File: src/verilog/pwmg_map.vh
`ifndef PWMG_MAP_VH
`define PWMG_MAP_VH

// Register word indexes on the plain register port.
`define PWMG_REG_REQ 5'h00
`define PWMG_REG_DONE 5'h01
`define PWMG_REG_ALARM 5'h02
`define PWMG_REG_TERM 5'h03
`define PWMG_REG_RUN_CTRL 5'h04
`define PWMG_REG_RUN_STATE 5'h05
`define PWMG_REG_IO_ERR 5'h06
`define PWMG_REG_DELAY 5'h07
`define PWMG_BASE_FREQ 3'h2
`define PWMG_BASE_DUTY 3'h3
`define PWMG_BASE_RB_FREQ 3'h4
`define PWMG_BASE_RB_DUTY 3'h5

// Field positions within each four-bit group field.
`define PWMG_BIT_CHG 0
`define PWMG_BIT_RB 1
`define PWMG_BIT_RUN 0
`define PWMG_REQ_MASK 16'h3333
`define PWMG_RUN_MASK 16'h1111

// Reset values.
`define PWMG_RST_FREQ 12'h00a
`define PWMG_RST_DUTY 7'h00
`define PWMG_RST_DELAY 8'h28
`define PWMG_RST_WORD 16'h0000

// Limits, error code and timing.
`define PWMG_FREQ_MIN 16'h000a
`define PWMG_FREQ_MAX 16'h09c4
`define PWMG_DUTY_MAX 16'h0064
`define PWMG_DUTY_FULL 7'h64
`define PWMG_DELAY_SCALE 14'h2710
`define PWMG_ERR_CODE 16'h034a
`define PWMG_CLK_HZ 27'h2faf080
`define PWMG_DUTY_STEP 19'h7a120

`endif

File: src/verilog/pwmg_top.v
// How it works
// - Request word holds change-request bits at 0, 4, 8, 12.
// - Readback request bits sit one above each change-request bit.
// - Completion word mirrors the request word bit for bit.
// - Change request loads the staged frequency and on-ratio as active.
// - Change-completion bit rises once the new values are applied.
// - Completion clears only after the request bit is seen low.
// - A request updates all of a group's parameters together.
// - A rejected setting shows code 842 and raises an alarm bit.
// - An invalid value leaves the previous active parameters running.
// - Frequency alarm bit is 1 below 10 Hz or above 2.5 kHz, else 0.
// - On-ratio alarm bit is 1 outside the effective range, else 0.
// - Run bit 0 of each control field starts and stops output.
// - Status field bit 0 is 1 while output runs.
// - Terminal word bits 0, 4, 8, 12 show a producing terminal.
// - Each group outputs a rectangle at its frequency and on-ratio.
// - Accepted frequencies are 10 Hz to 2.5 kHz inclusive.
// - On-ratio lies within delay times frequency of 0 and 100.
//
// Our own choices: the address map and the strobed register port.
`include "pwmg_map.vh"

module pwmg_top (
    // Clock and reset
    input wire sys_clk,
    input wire arst_n,
    input wire clk_en,
    // Register port
    input wire [4:0] bus_addr,
    input wire [15:0] bus_wdata,
    input wire bus_wr,
    input wire bus_rd,
    output reg [15:0] bus_rdata,
    // PWM terminals
    output wire [3:0] pwm_out
);
    reg [15:0] req_reg;
    reg [15:0] run_ctrl_reg;
    reg [15:0] run_state_reg;
    reg [15:0] io_err_reg;
    reg [7:0] delay_reg;
    reg [15:0] rdata_next;

    // Next values of the shared words.
    reg [15:0] req_next;
    reg [15:0] run_ctrl_next;
    reg [15:0] io_err_next;
    reg [7:0] delay_next;

    wire [15:0] done_word;
    wire [15:0] term_word;
    wire [7:0] alarm_word;
    wire [63:0] stage_freq_flat;
    wire [63:0] stage_duty_flat;
    wire [63:0] rb_freq_flat;
    wire [63:0] rb_duty_flat;
    wire [3:0] chan_active;
    wire wr_req;
    wire wr_run;
    wire wr_delay;
    wire [5:0] rd_lsb;

    assign wr_req = bus_wr && (bus_addr == `PWMG_REG_REQ);
    assign wr_run = bus_wr && (bus_addr == `PWMG_REG_RUN_CTRL);
    assign wr_delay = bus_wr && (bus_addr == `PWMG_REG_DELAY);
    assign rd_lsb = {bus_addr[1:0], 4'h0};

    // Shared control words; masked bits are dropped on the way in, so they read as zero.
    always @*
    begin
        req_next = req_reg;
        run_ctrl_next = run_ctrl_reg;
        delay_next = delay_reg;
        io_err_next = `PWMG_RST_WORD;
        if (wr_req)
            req_next = bus_wdata & `PWMG_REQ_MASK;
        if (wr_run)
            run_ctrl_next = bus_wdata & `PWMG_RUN_MASK;
        if (wr_delay)
            delay_next = bus_wdata[7:0];
        // The error code stands while any group still holds an alarm.
        if (alarm_word != 8'h00)
            io_err_next = `PWMG_ERR_CODE;
    end

    // The run state follows the control word one edge later, as the channels do.
    always @(posedge sys_clk or negedge arst_n)
    begin
        if (!arst_n)
        begin
            req_reg <= `PWMG_RST_WORD;
            run_ctrl_reg <= `PWMG_RST_WORD;
            run_state_reg <= `PWMG_RST_WORD;
            io_err_reg <= `PWMG_RST_WORD;
            delay_reg <= `PWMG_RST_DELAY;
        end
        else if (clk_en)
        begin
            req_reg <= req_next;
            run_ctrl_reg <= run_ctrl_next;
            delay_reg <= delay_next;
            io_err_reg <= io_err_next;
            run_state_reg <= run_ctrl_reg;
        end
    end

    // Per-group staging, handshake and output.
    genvar gi;
    generate
        for (gi = 0; gi < 4; gi = gi + 1)
        begin : g_grp
            // Staged values as software wrote them.
            reg [15:0] stage_freq_reg;
            reg [15:0] stage_duty_reg;
            reg [15:0] stage_freq_next;
            reg [15:0] stage_duty_next;
            // Values in use by the channel and their readback copies.
            reg [11:0] act_freq_reg;
            reg [6:0] act_duty_reg;
            reg [11:0] rb_freq_reg;
            reg [6:0] rb_duty_reg;
            reg [11:0] act_freq_next;
            reg [6:0] act_duty_next;
            reg [11:0] rb_freq_next;
            reg [6:0] rb_duty_next;
            // Handshake and alarm flags.
            reg chg_done_reg;
            reg rb_done_reg;
            reg freq_alarm_reg;
            reg duty_alarm_reg;
            reg chg_done_next;
            reg rb_done_next;
            reg freq_alarm_next;
            reg duty_alarm_next;

            localparam integer grp_num = gi;
            wire chg_req;
            wire rb_req;
            wire chg_take;
            wire rb_take;
            wire freq_bad;
            wire duty_bad;
            wire wr_freq;
            wire wr_duty;

            assign chg_req = req_reg[4 * gi + `PWMG_BIT_CHG];
            assign rb_req = req_reg[4 * gi + `PWMG_BIT_RB];
            // A request is taken once; the done bit masks it until software drops it.
            assign chg_take = chg_req && !chg_done_reg;
            assign rb_take = rb_req && !rb_done_reg;
            assign wr_freq = bus_wr && (bus_addr == {`PWMG_BASE_FREQ, grp_num[1:0]});
            assign wr_duty = bus_wr && (bus_addr == {`PWMG_BASE_DUTY, grp_num[1:0]});

            // Alarms come from the staged pair, before it is taken over.
            pwmg_check u_check (
                .freq(stage_freq_reg),
                .duty(stage_duty_reg),
                .delay_us(delay_reg),
                .freq_alarm(freq_bad),
                .duty_alarm(duty_bad)
            );

            // Next values of the group; a change request is judged once per handshake.
            always @*
            begin
                stage_freq_next = stage_freq_reg;
                stage_duty_next = stage_duty_reg;
                act_freq_next = act_freq_reg;
                act_duty_next = act_duty_reg;
                rb_freq_next = rb_freq_reg;
                rb_duty_next = rb_duty_reg;
                chg_done_next = chg_done_reg;
                rb_done_next = rb_done_reg;
                freq_alarm_next = freq_alarm_reg;
                duty_alarm_next = duty_alarm_reg;
                if (wr_freq)
                    stage_freq_next = bus_wdata;
                if (wr_duty)
                    stage_duty_next = bus_wdata;
                if (chg_take)
                begin
                    freq_alarm_next = freq_bad;
                    duty_alarm_next = duty_bad;
                    // An accepted pair fits the active widths, so the cut loses nothing.
                    if (!freq_bad && !duty_bad)
                    begin
                        act_freq_next = stage_freq_reg[11:0];
                        act_duty_next = stage_duty_reg[6:0];
                    end
                    // A rejected pair leaves the active values untouched.
                    chg_done_next = 1'b1;
                end
                else if (!chg_req && chg_done_reg)
                    chg_done_next = 1'b0;
                if (rb_take)
                begin
                    rb_freq_next = act_freq_reg;
                    rb_duty_next = act_duty_reg;
                    rb_done_next = 1'b1;
                end
                else if (!rb_req && rb_done_reg)
                    rb_done_next = 1'b0;
            end

            always @(posedge sys_clk or negedge arst_n)
            begin
                if (!arst_n)
                begin
                    stage_freq_reg <= {4'h0, `PWMG_RST_FREQ};
                    stage_duty_reg <= {9'h000, `PWMG_RST_DUTY};
                    act_freq_reg <= `PWMG_RST_FREQ;
                    act_duty_reg <= `PWMG_RST_DUTY;
                    rb_freq_reg <= `PWMG_RST_FREQ;
                    rb_duty_reg <= `PWMG_RST_DUTY;
                    chg_done_reg <= 1'b0;
                    rb_done_reg <= 1'b0;
                    freq_alarm_reg <= 1'b0;
                    duty_alarm_reg <= 1'b0;
                end
                else if (clk_en)
                begin
                    stage_freq_reg <= stage_freq_next;
                    stage_duty_reg <= stage_duty_next;
                    act_freq_reg <= act_freq_next;
                    act_duty_reg <= act_duty_next;
                    rb_freq_reg <= rb_freq_next;
                    rb_duty_reg <= rb_duty_next;
                    chg_done_reg <= chg_done_next;
                    rb_done_reg <= rb_done_next;
                    freq_alarm_reg <= freq_alarm_next;
                    duty_alarm_reg <= duty_alarm_next;
                end
            end

            // The channel sees only the active values, so staging never disturbs output.
            pwmg_chan u_chan (
                .sys_clk(sys_clk),
                .arst_n(arst_n),
                .clk_en(clk_en),
                .run(run_ctrl_reg[4 * gi + `PWMG_BIT_RUN]),
                .freq(act_freq_reg),
                .duty(act_duty_reg),
                .pwm_out(pwm_out[gi]),
                .active(chan_active[gi])
            );

            // Word assembly; unused field bits read as zero.
            assign done_word[4 * gi + `PWMG_BIT_CHG] = chg_done_reg;
            assign done_word[4 * gi + `PWMG_BIT_RB] = rb_done_reg;
            assign done_word[4 * gi + 3:4 * gi + 2] = 2'b00;
            assign term_word[4 * gi] = chan_active[gi];
            assign term_word[4 * gi + 3:4 * gi + 1] = 3'h0;
            assign alarm_word[2 * gi] = freq_alarm_reg;
            assign alarm_word[2 * gi + 1] = duty_alarm_reg;
            assign stage_freq_flat[16 * gi + 15:16 * gi] = stage_freq_reg;
            assign stage_duty_flat[16 * gi + 15:16 * gi] = stage_duty_reg;
            assign rb_freq_flat[16 * gi + 15:16 * gi] = {4'h0, rb_freq_reg};
            assign rb_duty_flat[16 * gi + 15:16 * gi] = {9'h000, rb_duty_reg};
        end
    endgenerate

    // Read multiplexer; unmapped words read as zero.
    always @*
    begin
        rdata_next = 16'h0000;
        case (bus_addr)
            `PWMG_REG_REQ: rdata_next = req_reg;
            `PWMG_REG_DONE: rdata_next = done_word;
            `PWMG_REG_ALARM: rdata_next = {8'h00, alarm_word};
            `PWMG_REG_TERM: rdata_next = term_word;
            `PWMG_REG_RUN_CTRL: rdata_next = run_ctrl_reg;
            `PWMG_REG_RUN_STATE: rdata_next = run_state_reg;
            `PWMG_REG_IO_ERR: rdata_next = io_err_reg;
            `PWMG_REG_DELAY: rdata_next = {8'h00, delay_reg};
            default:
            begin
                case (bus_addr[4:2])
                    `PWMG_BASE_FREQ: rdata_next = stage_freq_flat[rd_lsb +: 16];
                    `PWMG_BASE_DUTY: rdata_next = stage_duty_flat[rd_lsb +: 16];
                    `PWMG_BASE_RB_FREQ: rdata_next = rb_freq_flat[rd_lsb +: 16];
                    `PWMG_BASE_RB_DUTY: rdata_next = rb_duty_flat[rd_lsb +: 16];
                    default: rdata_next = 16'h0000;
                endcase
            end
        endcase
    end

    // Read data stand only in the cycle after the read strobe.
    always @(posedge sys_clk or negedge arst_n)
    begin
        if (!arst_n)
            bus_rdata <= 16'h0000;
        else if (clk_en)
        begin
            if (bus_rd)
                bus_rdata <= rdata_next;
            else
                bus_rdata <= 16'h0000;
        end
    end
endmodule

File: src/verilog/pwmg_check.v
`include "pwmg_map.vh"

// Judges a staged frequency and on-ratio pair against the accepted ranges.
module pwmg_check (
    // Staged values
    input wire [15:0] freq,
    input wire [15:0] duty,
    input wire [7:0] delay_us,
    // Verdict
    output wire freq_alarm,
    output wire duty_alarm
);
    wire [23:0] edge_prod;
    wire [29:0] low_scaled;
    wire [6:0] duty_rest;
    wire [20:0] high_scaled;

    // The on-ratio window shrinks by delay times frequency at each end, in percent.
    assign edge_prod = delay_us * freq;
    assign low_scaled = duty * `PWMG_DELAY_SCALE;
    assign duty_rest = `PWMG_DUTY_FULL - duty[6:0];
    assign high_scaled = duty_rest * `PWMG_DELAY_SCALE;

    assign freq_alarm = (freq > `PWMG_FREQ_MAX) || (freq < `PWMG_FREQ_MIN);
    assign duty_alarm = (duty > `PWMG_DUTY_MAX)
        || (low_scaled < {6'h00, edge_prod})
        || ({3'h0, high_scaled} < edge_prod);
endmodule

File: src/verilog/pwmg_chan.v
`include "pwmg_map.vh"

// One PWM output built on a phase accumulator that wraps at the clock rate.
module pwmg_chan (
    // Clock and reset
    input wire sys_clk,
    input wire arst_n,
    input wire clk_en,
    // Active settings
    input wire run,
    input wire [11:0] freq,
    input wire [6:0] duty,
    // Output
    output reg pwm_out,
    output reg active
);
    reg [26:0] phase_reg;
    reg [26:0] phase_next;
    wire [26:0] phase_sum;
    wire [26:0] high_limit;

    // Adding the frequency each cycle wraps the phase exactly freq times a second.
    assign phase_sum = phase_reg + {15'h0000, freq};
    assign high_limit = duty * `PWMG_DUTY_STEP;

    always @*
    begin
        if (!run)
            phase_next = 27'h0000000;
        else if (phase_sum >= `PWMG_CLK_HZ)
            phase_next = phase_sum - `PWMG_CLK_HZ;
        else
            phase_next = phase_sum;
    end

    always @(posedge sys_clk or negedge arst_n)
    begin
        if (!arst_n)
        begin
            phase_reg <= 27'h0000000;
            pwm_out <= 1'b0;
            active <= 1'b0;
        end
        else if (clk_en)
        begin
            phase_reg <= phase_next;
            pwm_out <= run && (phase_reg < high_limit);
            active <= run && (duty != 7'h00);
        end
    end
endmodule

File: config.mk
export PLATFORM = sky130hd
export DESIGN_NAME = pwmg_top
export DESIGN_NICKNAME = d
export VERILOG_FILES = /design/src/verilog/pwmg_top.v /design/src/verilog/pwmg_check.v /design/src/verilog/pwmg_chan.v
export VERILOG_INCLUDE_DIRS = /design/src /design/src/verilog
export SDC_FILE = /design/constraint.sdc
export NUM_CORES = 2
export LEC_CHECK = 0
export BUFFER_PORTS_ARGS = -buffer_cell sky130_fd_sc_hd__buf_4
export CAP_MARGIN = 20
export CORE_MARGIN = 5
export CORE_UTILIZATION = 25
export CTS_CLUSTER_SIZE = 12
export DETAILED_ROUTE_END_ITERATION = 16
export GPL_TIMING_DRIVEN = 0
export PLACE_DENSITY = 0.44
export SYNTH_ARGS = -nofsm -noshare
export SYNTH_HDL_FRONTEND = slang
export SYNTH_SLANG_ARGS = --single-unit
File: constraint.sdc
create_clock -name sys_clk -period 12.1 [get_ports sys_clk]
set_input_delay 1.21 -clock sys_clk [delete_from_list [all_inputs] [get_ports sys_clk]]
set_output_delay 1.21 -clock sys_clk [all_outputs]
set_load 0.01 [all_outputs]
Word-level counts from Yosys, hierarchy flattened:

Cells that the tools add are included.

* $add $sub $neg: 12
* multipliers: 16
* $lt $le $gt $ge: 28
* eq/ne operators: 19
* shifts and indexed selects: 4
* muxes and demuxes: 28
* reduce and logical (&&, ||, !) cells: 120

Operator list (count)
* $shiftx 64x7->16: 4
* $mux 27: 8
* $pmux 16 s8: 1
* $lt 30x24->1: 4
* $add 27x12->27: 4
* $ge 27x26->1 const B: 4
* $lt 27x26->1: 4
* $sub 27x26->27 const B: 4
* $mul 16x10->26 const B: 4
* $lt 21x24->1: 4
* $mul 8x16->24: 4
* $mul 7x14->21 const B: 4
* $mul 7x10->17 const B: 4
* $gt 16x12->1 const B: 4
* $gt 16x7->1 const B: 4
* $lt 16x4->1 const B: 4
* $pmux 16 s4: 1
* $reduce_and 2->1: 27
* $eq 5x4->1 const B: 8
* $logic_and 1x1->1: 39
* $reduce_bool 7->1: 4
* $sub 7x7->7 const A: 4
* $logic_not 1->1: 24
* $eq 5x3->1 const B: 4
* other kinds (12): 51

* register bits: 468
* bits of input ports: 26
* output and inout bits: 20
* word-level logic and storage cells: 285

Longest topological paths before layout:

* word-level depth: 7
* mapped depth: 36

Cells and area by module:

From an unflattened synthesis, not the netlist that was laid out.

* cell total of the unflattened synthesis: 7485
* area total of the unflattened synthesis: 69344.0 µm²

Modules (own cells, without submodules)
* pwmg_check (g_grp[0].u_check ...): instances 2, cells an instance 1066, area each 9075.0 µm², sequential area each 0.0 µm²
* pwmg_top: instances 1, cells an instance 1132, area each 15102.0 µm², sequential area each 8465.6 µm²
* pwmg_chan (g_grp[0].u_chan ...): instances 3, cells an instance 514, area each 4421.7 µm², sequential area each 725.7 µm²
* pwmg_check (g_grp[2].u_check): instances 1, cells an instance 1058, area each 8952.3 µm², sequential area each 0.0 µm²
* pwmg_check (g_grp[3].u_check): instances 1, cells an instance 1049, area each 8871.0 µm², sequential area each 0.0 µm²
* pwmg_chan (g_grp[3].u_chan): instances 1, cells an instance 572, area each 5003.5 µm², sequential area each 725.7 µm²

Least setup slack after synthesis:

OpenSTA, ideal clock, no wires.

* kind: register -> register
* start: reg delay_reg[5]
* end: reg g_grp[2].act_duty_reg[6]
* setup time: 125 ps
* data arrival time: 7258 ps
* required time: 11975 ps
* path slack: 4717 ps
* stages on the path, launching flop included: 33
* path through: dfstp_2 > clkbuf_1 > clkbuf_1 > nand2_1 > fa_1 > fa_1 > inv_1 > fa_1 > inv_1 > fa_1 > inv_1 > ha_1 > inv_1 > o21bai_1 > a21oi_1 > o21ai_0 > a211o_1 > nand3_1 > nand2_1 > xnor2_1 > ha_1 > inv_1 > o21ai_0 > a21oi_1 > nor3_1 > a311oi_1 > o32ai_1 > a2111oi_0 > nand4_1 > nand4b_1 > nor3_2 > buf_4 > mux2_2

* cells in the longest elaborated chain, start to end: 7
* elaborated cells between the ends (all ways): 8
* classes of those cells: mul (1); order compare (2); reduce/logical (5)

RTL lines
* start: declaration: RTL line pwmg_top.v:41 `reg [7:0] delay_reg;`
* start signal: assignment: RTL line pwmg_top.v:95 `` delay_reg <= `PWMG_RST_DELAY; ``
* start signal: assignment: RTL line pwmg_top.v:101 `delay_reg <= delay_next;`
* $mul 8x16->24 *: RTL line pwmg_check.v:19 `assign edge_prod = delay_us * freq;`
* $lt 30x24->1: RTL line pwmg_check.v:26 `|| (low_scaled < {6'h00, edge_prod})`
* $logic_or 1x1->1: RTL line pwmg_check.v:25 `` assign duty_alarm = (duty > `PWMG_DUTY_MAX) ``
* $logic_or 1x1->1 *: RTL line pwmg_check.v:25
* $logic_not 1->1 *: RTL line pwmg_top.v:185 `if (!freq_bad && !duty_bad)`
* $logic_and 1x1->1 *: RTL line pwmg_top.v:185
* $reduce_and 3->1 (no source line) *
* end signal: assignment: RTL line pwmg_top.v:212 `` act_duty_reg <= `PWMG_RST_DUTY; ``
* end signal: assignment: RTL line pwmg_top.v:225 `act_duty_reg <= act_duty_next;`
* end: declaration: RTL line pwmg_top.v:119 `reg [6:0] act_duty_reg;`

Mark *: on every way between the ends. The rest lies on a longest branch, timed or not.
A chain may end at the register's enable or synchronous reset.

Worst setup path in the final report:

* start: reg delay_reg[5]
* end: reg g_grp[2].act_freq_reg[10]

* cells in the longest elaborated chain, start to end: 7
* elaborated cells between the ends (all ways): 8
* classes of those cells: mul (1); order compare (2); reduce/logical (5)

RTL lines
* $mul 8x16->24 *: RTL line pwmg_check.v:19
* $lt 30x24->1: RTL line pwmg_check.v:26
* $logic_or 1x1->1: RTL line pwmg_check.v:25
* $logic_or 1x1->1 *: RTL line pwmg_check.v:25
* $logic_not 1->1 *: RTL line pwmg_top.v:185
* $logic_and 1x1->1 *: RTL line pwmg_top.v:185
* $reduce_and 3->1 (no source line) *
* end signal: assignment: RTL line pwmg_top.v:211 `` act_freq_reg <= `PWMG_RST_FREQ; ``
* end signal: assignment: RTL line pwmg_top.v:224 `act_freq_reg <= act_freq_next;`
* end: declaration: RTL line pwmg_top.v:118 `reg [11:0] act_freq_reg;`

Marks and branches as above.

==> metrics.txt <==
largest net degree at the start of global routing=116; share of the synthesized area in the top cell type=21.0%; register area share after synthesis=16.7%; synthesis warning total=0; pre-CTS setup slack=1.78 ns; remaining antenna violation count=0; CP endpoint kind=flip-flop; Core Util, Final=27.8%; clk root buf=clkbuf_16; Crit Path Class=flip-flop to flip-flop; DR WL/cell=21.4 um; status=complete, no violations; die area=283,000 um^2; fill count=29.0k; final hold viol count=0; final period utilization=84.4%; GRT Overall Usage=16.7%; family with the most delay on the worst path=compound AO/OA/AOI/OAI gates; Mapped Area=68,000 um^2; Hold Path Class=primary input to asynchronous set/reset pin; Horiz. Die Dim=532 um; Max-Cap Viols=0; Clk pin slew, worst setup/hold paths=0.07 ns; clock latency on the worst-skew pair=0.67 ns; RSZ-0062 raised after global routing=no; TritonCTS Buffers=57; total number of vias=54.6k; CTS sink count=453; routing usage on met1=22.7%; Final Net Count=9,391; DRC viols=0; count leader, synth=inv_1; Routed WL=242 mm; Synth top cells by count=inv_1 (1,239), ha_1 (1,140), fa_1 (564); Tmin final=10.22 ns; share of cells above drive strength 1=6.50%; setup ws final=1.88 ns; Seq cells post-synth=453; postcts setup bufs=0; Core Box Area=271,000 um^2; Layout area overhead=10.5%; post-synthesis adder-cell area fraction=37.6%; IO Pins=46; mux share of post-synthesis cell area=4.76%; Mean Syn Cell Area=9.02 um^2; Mapped Nets=9,269; clk buf depth=3; number of vias per cell=4.84; met2 Usage GRT=27.9%; First-pass DRT Iterations=6; vias in the first global route=55.3k; Worst path max stage delay=0.76 ns; Post-DP Area=73,200 um^2; # resized after CTS=0; CP required=12.64 ns; Initial Utilization=25.1%; Clock Skews=0.0256 ns; Simple-Gate Fraction of Synth Area=13.2%; synth unique cells=110; Crit path buffers/inverters=5; Remaining Overflow, GRT=0; initial drt markers=3,638; Synth Area in XOR/XNOR=4.45%; Synth Area in Compound Gates=14.8%; # rows=191; Die Ht=532 um; Setup violations, final=0; Critical Path Source Type=flip-flop; initial antenna violation count=25; first-pass GRT wire length=362 mm; Worst path slowest cell=clkbuf_1; H-tree Lvls=2; grt peak-use layer=met2; Fmax=0.0979 GHz; max reg flops=108; DP HPWL=198 mm; Syn Inst Count=7,539; Post-synth EDFFs=0; met3 global-route usage=1.73%; top post-synthesis cells by area=ha_1 (21%), fa_1 (17%), dfrtp_1 (16%); main combinational cell family by area after synthesis=adder cells; fin. max-slew vios=0; CTS tree=built; GPL Wtd Cong=0.950; critical path fanouts, max=10; Port Buffers=34; hold_buf cts=0; Post-synth ARST share=100%; Worst Path Arrival=10.76 ns; dominant synthesized flop cell=dfrtp_1; Slew HR=13.5%; worst-margin pin slew=1.30 ns; final setup TNS=0 ns; post-layout instance area=75,200 um^2; largest area contributor in the netlist=ha_1
-- layout by cell type (no fill, tap or decap), drive strengths merged, types with 88 or more instances in the layout --
| master | n |
|---|---|
| nand2 | 439 |
| dfrtp | 427 |
| xor2 | 137 |
| o21ai | 340 |
| clkbuf | 317 |
| mux2 | 212 |
| nor2 | 248 |
| nand3 | 140 |
| and2 | 459 |
| fa | 564 |
| ha | 1140 |
| nor3 | 88 |
| xnor2 | 208 |
| a21o | 226 |
| inv | 1242 |
| a21oi | 343 |
| buf | 97 |
-- stage by stage --
step           std cells  hold WS (ns)
6_report           11300         0.449
5_1_grt            11300         0.450
4_1_cts            11300         0.416
3_5_place_dp       11200         0.467
3_3_place_gp       11100         0.462
2_1_floorplan       7539         0.442
-- routing by layer --
metal,wire [um],part of all wire (%)
met5,0,0
met4,8870,3.7
met3,10800,4.5
met2,112000,46
met1,110000,45
-- worst reg2reg max path, delay by kind of cell (launching register included) --
| family | cells | cell delay, ns |
|---|---|---|
| AND/OR/NAND/NOR | 7 | 1.31 |
| flip-flops | 1 | 0.53 |
| AO/OA/AOI/OAI | 12 | 3.43 |
| adder cells (fa/ha/maj) | 6 | 2.85 |
| buffers and inverters | 5 | 1.69 |
| multiplexers | 1 | 0.29 |
-- final cells by class --
type,count,area (um^2),area share (%)
Buffer,278,1110,1.48
Clock inverter,35,418,0.556
Tap cell,3570,4470,5.94
Timing Repair Buffer,63,706,0.938
Antenna cell,3,7.51,0.00998
Multi-Input combinational cell,5567,50900,67.7
Sequential cell,453,11400,15.1
Clock buffer,73,1560,2.07
Inverter,1241,4660,6.20
-- path summary, 6_finish.rpt --
check                                             start                      endpoint  slack, ns  cells past startpoint
setup / recovery                           delay_reg[5]     g_grp[2].act_freq_reg[10]       1.88                     31
hold / removal                                   arst_n                  bus_rdata[2]       0.45                      1
setup reg to reg                           delay_reg[5]     g_grp[2].act_freq_reg[10]       1.88                     31
hold reg to reg            g_grp[0].u_chan.phase_reg[4]  g_grp[0].u_chan.phase_reg[4]       0.48                      2
max in group asynchronous                        arst_n    g_grp[3].stage_freq_reg[9]      10.15                      3
min in group sys_clk       g_grp[0].u_chan.phase_reg[4]  g_grp[0].u_chan.phase_reg[4]       0.48                      2
-- kinds of logic after synthesis --
| group | count (synthesis) |
|---|---|
| AO/OA/AOI/OAI | 1505 |
| multiplexers | 293 |
| adder cells (fa/ha/maj) | 1707 |
| buffers and inverters | 1519 |
| AND/OR/NAND/NOR | 1717 |
| XOR/XNOR | 345 |
| flip-flops | 453 |
Power is not shown: default switching activity piles up to over one toggle a cycle in this logic, so the estimate is an artifact.
